==> config.mk <==
export PLATFORM = sky130hd
export DESIGN_NAME = usb_control_endpoint_responder
export DESIGN_NICKNAME = d
export VERILOG_FILES = /design/src/core/usb_ep0_pkg.sv /design/src/core/byte_fifo_if.sv /design/src/core/usb_control_endpoint_responder.sv /design/src/core/byte_fifo.sv
export VERILOG_INCLUDE_DIRS = /design/src /design/src/core
export SDC_FILE = /design/constraint.sdc
export NUM_CORES = 1
export LEC_CHECK = 0
export ABC_AREA = 1
export CAP_MARGIN = 20
export CORE_ASPECT_RATIO = 1.25
export CORE_MARGIN = 5
export CORE_UTILIZATION = 60
export CTS_CLUSTER_SIZE = 12
export DETAILED_ROUTE_END_ITERATION = 7
export DONT_BUFFER_PORTS = 1
export GPL_TIMING_DRIVEN = 0
export HOLD_SLACK_MARGIN = 0.03
export PLACE_DENSITY = 0.76
export SYNTH_ARGS = -nofsm -noshare
export SYNTH_HDL_FRONTEND = slang
export SYNTH_SLANG_ARGS = --single-unit
==> constraint.sdc <==
create_clock -name clk -period 2.83 [get_ports clk]
set_clock_uncertainty 0.05 [all_clocks]
set_input_delay 0.566 -clock clk [delete_from_list [all_inputs] [get_ports clk]]
set_output_delay 0.566 -clock clk [all_outputs]
set_load 0.05 [all_outputs]
==> src/core/usb_ep0_params.svh <==
// Purpose: constants of the control endpoint token responder
// Assumes: included by bare name from package and modules
// Notes: definitions only
`ifndef USB_EP0_PARAMS_SVH
`define USB_EP0_PARAMS_SVH

`define BYTE_W 8
`define BUF_AW 3
`define CNT_W 4
`define MODE_W 4
`define TX_FIFO_DEPTH 4

`define MODE_DISABLE 4'h0
`define MODE_NAK_IO 4'h1
`define MODE_STATUS_OUT 4'h2
`define MODE_STALL_IO 4'h3
`define MODE_ACKIN_STATOUT 4'hF

// Received counts include the two checksum bytes
`define MAX_RX_CNT 4'hA
`define STATUS_CNT 4'h2
`define GOOD_TOGGLE 1'b1

`endif

==> src/core/usb_ep0_pkg.sv <==
// Purpose: types shared by the control endpoint token responder
// Assumes: usb_ep0_params.svh holds the numbers
// Notes: engine state is one packed struct
`default_nettype none
`include "usb_ep0_params.svh"
package usb_ep0_pkg;
    typedef enum logic [1:0] {TOK_SETUP, TOK_IN, TOK_OUT, TOK_OTHER} token_t;
    typedef enum logic [1:0] {HS_ACK, HS_NAK, HS_STALL} hs_t;
    typedef enum logic [2:0] {ACT_NONE, ACT_HS, ACT_SETUP, ACT_TX, ACT_GOOD, ACT_BAD} act_t;
    typedef enum logic [2:0] {ST_IDLE, ST_COMMIT, ST_LOAD, ST_DRAIN, ST_WAIT} state_t;
    typedef struct packed {
        logic setup;
        logic inDone;
        logic outDone;
        logic acked;
        logic [`MODE_W-1:0] mode;
    } mode_reg_t;
    typedef struct packed {
        logic toggle;
        logic dataValid;
        logic [`CNT_W-1:0] count;
    } count_reg_t;
    typedef struct packed {
        act_t act;
        hs_t hs;
    } decision_t;
    typedef struct packed {
        state_t st;
        act_t act;
        logic [`MODE_W-1:0] tokMode;
        logic rxTog;
        logic [`CNT_W-1:0] rxCnt;
        logic [`CNT_W-1:0] left;
        logic [`BUF_AW-1:0] idx;
        mode_reg_t modeReg;
        count_reg_t countReg;
        logic [(1<<`BUF_AW)-1:0][`BYTE_W-1:0] epBuf;
        logic [`BYTE_W-1:0] bufRd;
        logic hsStrobe;
        hs_t hsCode;
        logic txValid;
        logic [`BYTE_W-1:0] txByte;
        logic txEnd;
        logic irq;
        logic tokDropped;
        logic busy;
    } eng_t;
endpackage
`default_nettype wire

==> src/core/byte_fifo_if.sv <==
// Purpose: carrier between the engine and its transmit queue
// Assumes: one filler and one drainer, same clock
// Notes: valid/ready on both sides
`timescale 1ns/100ps
`default_nettype none
interface byte_fifo_if #(parameter int W = 8);
    logic wrValid;
    logic wrReady;
    logic [W-1:0] wrData;
    logic rdValid;
    logic rdReady;
    logic [W-1:0] rdData;
    modport user(output wrValid, output wrData, output rdReady, input wrReady, input rdValid, input rdData);
    modport store(input wrValid, input wrData, input rdReady, output wrReady, output rdValid, output rdData);
endinterface
`default_nettype wire

==> src/core/usb_control_endpoint_responder.sv <==
// Purpose: token_response_engine for the control_endpoint of a low-speed USB device
// Assumes: link layer delivers decoded tokens and receive results synchronous to clk
// Notes: data endpoint modes and modes 0110/1011 are treated as ignore
// Functional notes
// - A 4-bit mode field, with packet validity, length and toggle, chooses how each token type is answered.
// - Mode 0001 acknowledges a valid SETUP and NAKs every IN and every valid OUT.
// - A checking mode acknowledges an OUT only if it is zero length with toggle one.
// - A checked OUT that fails length or toggle gets STALL, never an acknowledge.
// - A transmit-count mode answers IN with exactly the byte count field's number of bytes.
// - Mode 0000 ignores every token and changes no state.
// - An oversize or invalid SETUP gets no handshake and changes no flag or interrupt.
// - In modes 0001, 0010, 0011 and 1111 a valid SETUP of at most 10 bytes is acknowledged and sets flags, mode 0001, count and interrupt.
// - An oversize or invalid OUT gets no handshake and changes nothing.
// - Mode 0011 stalls every IN and valid OUT without mode change or interrupt.
// - Mode 1111 transmits on IN and on host acknowledge sets flags, mode 0001 and interrupt.
// - Mode 1111 stalls a valid OUT of count other than 2 or toggle zero, sets mode 0011 and interrupts.
// - Mode 1111 acknowledges a valid OUT of count 2 toggle one and records mode 0010, toggle, count 2.
// - Mode 0010 stalls IN, then sets mode 0011 and interrupts.
`timescale 1ns/100ps
`default_nettype none
`include "usb_ep0_params.svh"
module usb_control_endpoint_responder
    import usb_ep0_pkg::*;
(
    input wire logic clk,
    input wire logic rst_n,
    input wire logic tokStrobe,
    input wire token_t tokKind,
    input wire logic [`CNT_W-1:0] rxCount,
    input wire logic rxDataOk,
    input wire logic rxToggle,
    input wire logic rxWrEn,
    input wire logic [`BUF_AW-1:0] rxWrAddr,
    input wire logic [`BYTE_W-1:0] rxWrData,
    input wire logic hostAck,
    input wire logic hostNoAck,
    input wire logic txReady,
    input wire logic fwModeWr,
    input wire logic [`BYTE_W-1:0] fwModeData,
    input wire logic fwCountWr,
    input wire logic [`CNT_W+1:0] fwCountData,
    input wire logic fwBufWr,
    input wire logic [`BUF_AW-1:0] fwBufAddr,
    input wire logic [`BYTE_W-1:0] fwBufData,
    output logic [`BYTE_W-1:0] modeReg,
    output logic [`CNT_W+1:0] countReg,
    output logic [`BYTE_W-1:0] fwBufRdData,
    output logic hsStrobe,
    output hs_t hsCode,
    output logic txValid,
    output logic [`BYTE_W-1:0] txByte,
    output logic txEnd,
    output logic irq,
    output logic busy,
    output logic tokDropped
);
    eng_t eng_r;
    eng_t eng_nxt;
    decision_t dec;

    byte_fifo_if #(.W(`BYTE_W)) txq();

    byte_fifo #(
        .WIDTH(`BYTE_W),
        .DEPTH(`TX_FIFO_DEPTH)
    ) u_txq (
        .clk(clk),
        .rst_n(rst_n),
        .port(txq.store)
    );

    function automatic logic isControlMode(input logic [`MODE_W-1:0] mode);
        return (mode == `MODE_NAK_IO) || (mode == `MODE_STATUS_OUT) ||
               (mode == `MODE_STALL_IO) || (mode == `MODE_ACKIN_STATOUT);
    endfunction

    function automatic logic rxAcceptable(input logic [`CNT_W-1:0] cnt, input logic ok);
        return ok && (cnt <= `MAX_RX_CNT);
    endfunction

    // Pure decode of mode and token into the action and handshake
    function automatic decision_t decide(
        input logic [`MODE_W-1:0] mode,
        input token_t kind,
        input logic [`CNT_W-1:0] cnt,
        input logic ok,
        input logic tog
    );
        decision_t d;
        logic statusGood;
        d.act = ACT_NONE;
        d.hs = HS_ACK;
        statusGood = (cnt == `STATUS_CNT) && (tog == `GOOD_TOGGLE);
        // Disabled, reserved and data-only codes fall out here
        if (!isControlMode(mode)) begin
            return d;
        end
        case (kind)
            TOK_SETUP: begin
                if (rxAcceptable(cnt, ok)) begin
                    d.act = ACT_SETUP;
                end
            end
            TOK_IN: begin
                case (mode)
                    `MODE_NAK_IO: begin
                        d.act = ACT_HS;
                        d.hs = HS_NAK;
                    end
                    `MODE_STALL_IO: begin
                        d.act = ACT_HS;
                        d.hs = HS_STALL;
                    end
                    `MODE_STATUS_OUT: begin
                        d.act = ACT_BAD;
                        d.hs = HS_STALL;
                    end
                    default: begin
                        d.act = ACT_TX;
                    end
                endcase
            end
            TOK_OUT: begin
                if (rxAcceptable(cnt, ok)) begin
                    case (mode)
                        `MODE_NAK_IO: begin
                            d.act = ACT_HS;
                            d.hs = HS_NAK;
                        end
                        `MODE_STALL_IO: begin
                            d.act = ACT_HS;
                            d.hs = HS_STALL;
                        end
                        default: begin
                            d.act = statusGood ? ACT_GOOD : ACT_BAD;
                            d.hs = statusGood ? HS_ACK : HS_STALL;
                        end
                    endcase
                end
            end
            default: begin
                d.act = ACT_NONE;
            end
        endcase
        return d;
    endfunction

    assign dec = decide(eng_r.modeReg.mode, tokKind, rxCount, rxDataOk, rxToggle);

    always_comb begin
        eng_nxt = eng_r;
        eng_nxt.hsStrobe = 1'b0;
        eng_nxt.txEnd = 1'b0;
        eng_nxt.irq = 1'b0;
        eng_nxt.tokDropped = 1'b0;
        txq.wrValid = 1'b0;
        txq.wrData = eng_r.epBuf[eng_r.idx];
        txq.rdReady = 1'b0;

        // Firmware side; engine updates below override these
        eng_nxt.bufRd = eng_r.epBuf[fwBufAddr];
        if (fwBufWr) begin
            eng_nxt.epBuf[fwBufAddr] = fwBufData;
        end
        // Link payload wins a same-address clash with firmware
        if (rxWrEn) begin
            eng_nxt.epBuf[rxWrAddr] = rxWrData;
        end
        if (fwModeWr) begin
            eng_nxt.modeReg = mode_reg_t'(fwModeData);
        end
        if (fwCountWr) begin
            eng_nxt.countReg = count_reg_t'(fwCountData);
        end

        // Output stage refills whenever its slot is free
        if (!eng_r.txValid || txReady) begin
            txq.rdReady = 1'b1;
            eng_nxt.txValid = txq.rdValid;
            if (txq.rdValid) begin
                eng_nxt.txByte = txq.rdData;
            end
        end

        case (eng_r.st)
            ST_IDLE: begin
                if (tokStrobe) begin
                    eng_nxt.act = dec.act;
                    eng_nxt.tokMode = eng_r.modeReg.mode;
                    eng_nxt.rxTog = rxToggle;
                    eng_nxt.rxCnt = rxCount;
                    if (dec.act != ACT_NONE && dec.act != ACT_TX) begin
                        eng_nxt.hsStrobe = 1'b1;
                        eng_nxt.hsCode = dec.hs;
                    end
                    if (dec.act == ACT_TX) begin
                        eng_nxt.st = ST_LOAD;
                        eng_nxt.idx = '0;
                        eng_nxt.left = eng_r.countReg.count;
                    end else if (dec.act != ACT_NONE && dec.act != ACT_HS) begin
                        eng_nxt.st = ST_COMMIT;
                    end
                end
            end
            // Handshake already issued; now the outcome is final
            ST_COMMIT: begin
                eng_nxt.st = ST_IDLE;
                eng_nxt.irq = 1'b1;
                case (eng_r.act)
                    ACT_SETUP: begin
                        eng_nxt.modeReg.setup = 1'b1;
                        eng_nxt.modeReg.acked = 1'b1;
                        eng_nxt.modeReg.mode = `MODE_NAK_IO;
                        eng_nxt.countReg.toggle = eng_r.rxTog;
                        eng_nxt.countReg.dataValid = 1'b1;
                        eng_nxt.countReg.count = eng_r.rxCnt;
                    end
                    ACT_GOOD: begin
                        eng_nxt.modeReg.outDone = 1'b1;
                        eng_nxt.modeReg.acked = 1'b1;
                        if (eng_r.tokMode == `MODE_ACKIN_STATOUT) begin
                            eng_nxt.modeReg.mode = `MODE_STATUS_OUT;
                        end
                        eng_nxt.countReg.toggle = `GOOD_TOGGLE;
                        eng_nxt.countReg.dataValid = 1'b1;
                        eng_nxt.countReg.count = `STATUS_CNT;
                    end
                    default: begin
                        eng_nxt.modeReg.mode = `MODE_STALL_IO;
                    end
                endcase
            end
            ST_LOAD: begin
                if (eng_r.left == '0) begin
                    eng_nxt.st = ST_DRAIN;
                end else begin
                    txq.wrValid = 1'b1;
                    if (txq.wrReady) begin
                        eng_nxt.idx = eng_r.idx + 1'b1;
                        eng_nxt.left = eng_r.left - 1'b1;
                    end
                end
            end
            ST_DRAIN: begin
                // Packet ends once queue and output stage are both empty
                if (!txq.rdValid && !eng_r.txValid) begin
                    eng_nxt.txEnd = 1'b1;
                    eng_nxt.st = ST_WAIT;
                end
            end
            ST_WAIT: begin
                if (hostAck) begin
                    eng_nxt.st = ST_IDLE;
                    eng_nxt.irq = 1'b1;
                    eng_nxt.modeReg.inDone = 1'b1;
                    eng_nxt.modeReg.acked = 1'b1;
                    eng_nxt.modeReg.mode = `MODE_NAK_IO;
                end else if (hostNoAck) begin
                    eng_nxt.st = ST_IDLE;
                end
            end
            default: begin
                eng_nxt.st = ST_IDLE;
            end
        endcase

        // Tokens during a transaction are not answered; flag for the link
        if (tokStrobe && eng_r.st != ST_IDLE) begin
            eng_nxt.tokDropped = 1'b1;
        end
        // Kept in a flop so busy carries no decode glitch
        eng_nxt.busy = (eng_nxt.st != ST_IDLE);
    end

    always_ff @(posedge clk or negedge rst_n) begin
        if (!rst_n) begin
            eng_r <= '0;
        end else begin
            eng_r <= eng_nxt;
        end
    end

    assign modeReg = eng_r.modeReg;
    assign countReg = eng_r.countReg;
    assign fwBufRdData = eng_r.bufRd;
    assign hsStrobe = eng_r.hsStrobe;
    assign hsCode = eng_r.hsCode;
    assign txValid = eng_r.txValid;
    assign txByte = eng_r.txByte;
    assign txEnd = eng_r.txEnd;
    assign irq = eng_r.irq;
    assign busy = eng_r.busy;
    assign tokDropped = eng_r.tokDropped;
endmodule
`default_nettype wire

==> src/core/byte_fifo.sv <==
// Purpose: small synchronous FIFO for outgoing packet bytes
// Assumes: single clock, async active-low reset
// Notes: full and empty come from an occupancy count
`timescale 1ns/100ps
`default_nettype none
module byte_fifo #(
    parameter int WIDTH = 8,
    parameter int DEPTH = 4
) (
    input wire logic clk,
    input wire logic rst_n,
    byte_fifo_if.store port
);
    localparam int AW = (DEPTH > 1) ? $clog2(DEPTH) : 1;
    localparam int CW = $clog2(DEPTH + 1);

    typedef struct packed {
        logic [DEPTH-1:0][WIDTH-1:0] mem;
        logic [AW-1:0] wp;
        logic [AW-1:0] rp;
        logic [CW-1:0] cnt;
    } fifo_t;

    fifo_t q_r;
    fifo_t q_nxt;
    logic push;
    logic pop;

    // Pointers wrap at DEPTH, so any depth works
    function automatic logic [AW-1:0] bump(input logic [AW-1:0] p);
        return (p == AW'(DEPTH - 1)) ? '0 : p + 1'b1;
    endfunction

    assign port.wrReady = (q_r.cnt != CW'(DEPTH));
    assign port.rdValid = (q_r.cnt != '0);
    assign port.rdData = q_r.mem[q_r.rp];
    assign push = port.wrValid && port.wrReady;
    assign pop = port.rdValid && port.rdReady;

    always_comb begin
        q_nxt = q_r;
        if (push) begin
            q_nxt.mem[q_r.wp] = port.wrData;
            q_nxt.wp = bump(q_r.wp);
        end
        if (pop) begin
            q_nxt.rp = bump(q_r.rp);
        end
        case ({push, pop})
            2'b10: q_nxt.cnt = q_r.cnt + 1'b1;
            2'b01: q_nxt.cnt = q_r.cnt - 1'b1;
            default: q_nxt.cnt = q_r.cnt;
        endcase
    end

    always_ff @(posedge clk or negedge rst_n) begin
        if (!rst_n) begin
            q_r <= '0;
        end else begin
            q_r <= q_nxt;
        end
    end
endmodule
`default_nettype wire

Yosys cells after proc, flatten, opt, wreduce, memory -nomap -nowiden
Cells that the tools add are included.

operators by class
  $add $sub $neg = 6
  equality and inequality tests = 26
  reduce and logical (&&, ||, !) cells = 33
  order comparisons = 9
  muxes and demuxes = 68

operator list
  operator                                                     number
  bitwise mux 64 bit                                           2
  two-way mux 64 bit                                           2
  two-way mux 8 bit                                            7
  binary-select mux 8 bit (select 3 bit)                       2
  demux 8 bit (select 3 bit)                                   2
  bitwise mux 32 bit                                           1
  two-way mux 3 bit                                            9
  two-way mux 22 bit                                           1
  two-way mux 7 bit                                            3
  case mux 5 bit (2 select lines)                              2
  binary-select mux 8 bit (select 2 bit)                       1
  demux 8 bit (select 2 bit)                                   1
  two-way mux 1 bit                                            15
  two-way mux 5 bit                                            3
  case mux 7 bit (2 select lines)                              1
  == test 3 x 2 -> 1 bit (second input constant)               4
  == test 4 x 2 -> 1 bit (second input constant)               3
  less-than comparator 3 x 4 -> 1 bit (second input constant)  3
  two-way mux 6 bit                                            2
  case mux 3 bit (2 select lines)                              2
  case mux 3 bit (4 select lines)                              1
  case mux 6 bit (2 select lines)                              1
  nonzero test 3 bit                                           4
  logical AND 1 bit                                            11
  other kinds (35)                                             59

storage, ports and cells
  output and inout port bits = 38
  word-level logic and storage cells = 181
  bits in registers = 163
  bits of input ports = 54

Logic depth before layout (Yosys ltp)
  depth after elaboration = 14
  depth in mapped cells = 13
  gate-level depth less buffers = 13

Hierarchy
Synthesis repeated with hierarchy kept, for this count alone.

second synthesis, totals
  cells, all modules = 1174
  area, all modules = 9203.8 um2

by module, submodules not included
  module                          sequential area each (um2)  times used  area an instance (um2)  cells an instance
  usb_control_endpoint_responder  3103.0                      1           7119.3                  919
  byte_fifo                       975.9                       1           2084.5                  255

Least setup slack after synthesis
No wires, ideal clock.

  path type = reg-to-reg
  start = register eng_r, in the netlist txValid
  end = register u_txq.q_r[2] (netlist bit)
  path slack = 0.589 ns
  required time = 2.649 ns
  cell stages (with the launch flop) = 11
  arrival = 2.060 ns
  buffers on the path = 1
  clock period less this slack = 2.241 ns
  library setup time = 0.131 ns
  cells stage by stage = dfrtp_1 > nand2_1 > nand2_1 > inv_1 > clkbuf_1 > ha_1 > inv_1 > fa_1 > a21oi_1 > o21ai_0 > xor2_1

between the ends
  word-level cells in the longest chain between the ends = 6
  elaborated cells between the ends (all ways) = 8
  those cells by class = eq/ne: 2; mux: 2; reduce/logical: 4

RTL lines
  element                                                                       line                                   source
  start, declared                                                               usb_control_endpoint_responder.sv:57   eng_t eng_r;
  start signal, assigned                                                        usb_control_endpoint_responder.sv:279  eng_r <= eng_nxt;
  zero test 1 bit (*)                                                           usb_control_endpoint_responder.sv:177  if (!eng_r.txValid || txReady) begin
  logical OR 1 bit (*)                                                          usb_control_endpoint_responder.sv:177
  two-way mux 1 bit (*)                                                         usb_control_endpoint_responder.sv:177
  logical AND 1 bit (*)                                                         byte_fifo.sv:38                        assign pop = port.rdValid && port.rdReady;
  net u_txq.pop                                                                 byte_fifo.sv:27                        logic pop;
  == test 2 x 1 -> 1 bit / == test 2 bit (equally long branches)                byte_fifo.sv:49                        case ({push, pop})
  case mux 3 bit (2 select lines) / nonzero test 2 bit (equally long branches)  -
  end signal, assigned                                                          byte_fifo.sv:60                        q_r <= q_nxt;
  end, declared                                                                 byte_fifo.sv:24                        fifo_t q_r;

The timed path passes the listed nets; every way through them passes the cells marked *.
A chain may end at the register's enable or synchronous reset.

Worst setup path in the final report
Same ends and word-level chain as after synthesis.

==> flow_summary.yaml <==
run_status:
  status: "complete, but fails checks"
  violations: "hold timing"
clock_tree:
  insertion_delay_ns: 0.43
  h-tree-depth: 4
  clk_pin_slew_ns: 0.06
  cts_tree: "done"
  numCtsBuffers: 17
  cts_max_path_buffers: 2
  ctsRootBufferMaster: "clkbuf_16"
  post_cts_buffers: 0
  ctsResizeCount: 0
  clock_sinks: 163
place:
  io_buffers: 0
  place_congestion: 0.998
  dpl_cell_area_um2: 9070
  hpwl_um: 19400
layout:
  drive_gt1_share_pct: 8.18
  fillers: 1277
  nets: 1215
  fin_area_um2: 9640
  final_cell_mix: "nand2_1, dfrtp_1, o21ai_0"
  area_growth_pct: 8.92
  final_common_cell: "nand2_1"
critical_path:
  worst_r2r_endpoint: "u_txq.q_r[2]"
  startpoint_type: "flop"
  r2r_start: "txValid"
  crit_path_max_fanout: 10
  end_kind: "flop"
  rr_worst_depth: 10
  reg2reg_slack_ns: 0.32
  worstPathArrival_ns: 2.76
  worst_ep_required_time_ns: 3.09
  critPathLaunch: "txValid"
  critical_path_class: "flop to flop"
run:
  maxCapViolCount: 0
timing:
  max_freq_ghz: 0.399
  post-route-min-period_ns: 2.51
  hold_viol: 163
  slew_viol_final: 0
  tns_ns: 0
  slew_headroom_pct: 34.0
  post-route-period-util_pct: 88.6
  rsz0062_at_grt: "false"
  setup_viol: 0
  fin_hold_ws_ns: -0.219
  tightest_slew_ns: 0.979
route:
  drtAntennaViolNets: 0
  wire_per_inst_um: 19.6
  drt_iter0_markers: 719
  routed_wirelength_um: 26300
  drc: 0
  vias: 8015
  drt_first_pass_iters: 6
  viasPerCell: 5.98
power_and_ir_drop:
  power.leakage_nw: 4.45
  power.density_nw_per_um2: 1000
  peakVddDrop_v: 0.000427
synthesis:
  synth-edff-count: 0
  synth_cells: 1129
  synth_top_cell_by_area: "dfrtp_1"
  async_flop_share_pct: 100
  yosysWarnings: 0
  synth_top_area_share_pct: 46.1
  synth_area_per_cell_um2: 7.84
  ys_types: 36
  synth_seq_cells: 163
  mappedNetlistNets: 1196
  synth_top_flop_cell: "dfrtp_1"
  synth_area_leaders: "dfrtp_1, nand2_1, o21ai_0"
  netlist_area_um2: 8850
  synth_seq_area_share_pct: 46.1
global_routing:
  grtUsageTotal_pct: 30.6
  grt_start_max_net_pins: 164
  antenna_found_initial: 1
  grt_pass1_wl_um: 41200
  grt_pass1_vias: 7763
  gr-total-overflow: 0
die:
  row_count: 49
  core_um2: 14500
  die_h_um: 146
  io_pins: 92
  dieArea_um2: 17300
  die_w_um: 119
  initial_core_util_pct: 61.2
min_path:
  hold_class: "input port to asynchronous set/reset pin"
cells by family after synthesis:
group	after synthesis	share of synthesized area, %
and+or+nand+nor	437	20.6
AOI/OAI and AO/OA	318	21.1
DFF	163	46.1
xor gates and xnor gates	4	0.396
adders and majority gates	13	1.92
buffers and inverters	194	9.95
cell usage after synthesis, drive strengths merged (4+ instances only):
cell type,count
buf,43
nor3,11
nand2,236
o22ai,5
inv,103
ha,12
o211ai,59
nand3,55
a31oi,41
nor2,130
dfrtp,163
a21oi,32
nand4,4
o21ai,171
clkbuf,46
o2111ai,8
worst max-delay path by stage:
stage	cells after the start	slack [ns]	to
floorplan	10	0.59	u_txq.q_r[2]
global placement	10	0.38	u_txq.q_r[2]
detailed placement	10	0.33	u_txq.q_r[2]
CTS	10	0.31	u_txq.q_r[2]
global route	10	0.05	u_txq.q_r[2]
finish	10	0.32	u_txq.q_r[2]
worst max-delay path: stages, from the launching register on:
cell	delay (ns)
dfrtp_1	0.57
nand2_1	0.17
nand2_1	0.06
inv_1	0.08
clkbuf_1	0.38
ha_1	0.23
inv_1	0.07
fa_1	0.38
a21oi_1	0.14
o21ai_0	0.11
xor2_1	0.15
per-stage QoR:
stage               utilization, %  instances  power, mW  setup WS, ns
detailed placement            62.7       1307       7.37         0.326
global placement              62.7       1307       7.28         0.381
CTS                           66.6       1339       9.64         0.314
finish                        66.6       1340       9.65         0.322
floorplan                        -       1129       6.45         0.589
global route                  66.6       1340       10.3        0.0451
metal layers:
metal,up-vias,wire length (µm),track usage [%]
met5,-,0,0
met4,0,1850,18.5
met3,109,1450,5.48
met2,366,13000,52.3
met1,3749,10000,35.7
li1,3791,-,-
power breakdown:
group | internal (mW) | switching (mW)
clock network | 1.32 | 0.928
registers | 3.08 | 0.605
logic | 1.19 | 2.53
total | 5.59 | 4.06
area by class of cell:
type,count,area (µm²),share of cell area [%]
clock inverter,9,106,1.10
multi-input combinational,772,3890,40.4
clock buffer,23,458,4.75
buffer,89,487,5.05
tap,178,223,2.31
sequential,163,4080,42.3
antenna,1,2.50,0.0260
inverter,105,394,4.09
flip-flops by register name (all words and copies together) (netlist names):
| register | cells |
|---|---|
| txByte | 8 |
| irq | 1 |
| txValid | 1 |
| modeReg | 8 |
| txEnd | 1 |
| fwBufRdData | 8 |
| countReg | 6 |
| eng_r | 86 |
| u_txq.q_r | 39 |
| busy | 1 |
| hsStrobe | 1 |
| tokDropped | 1 |
| hsCode | 2 |
No activity file was read; power rests on OpenSTA's default activity.
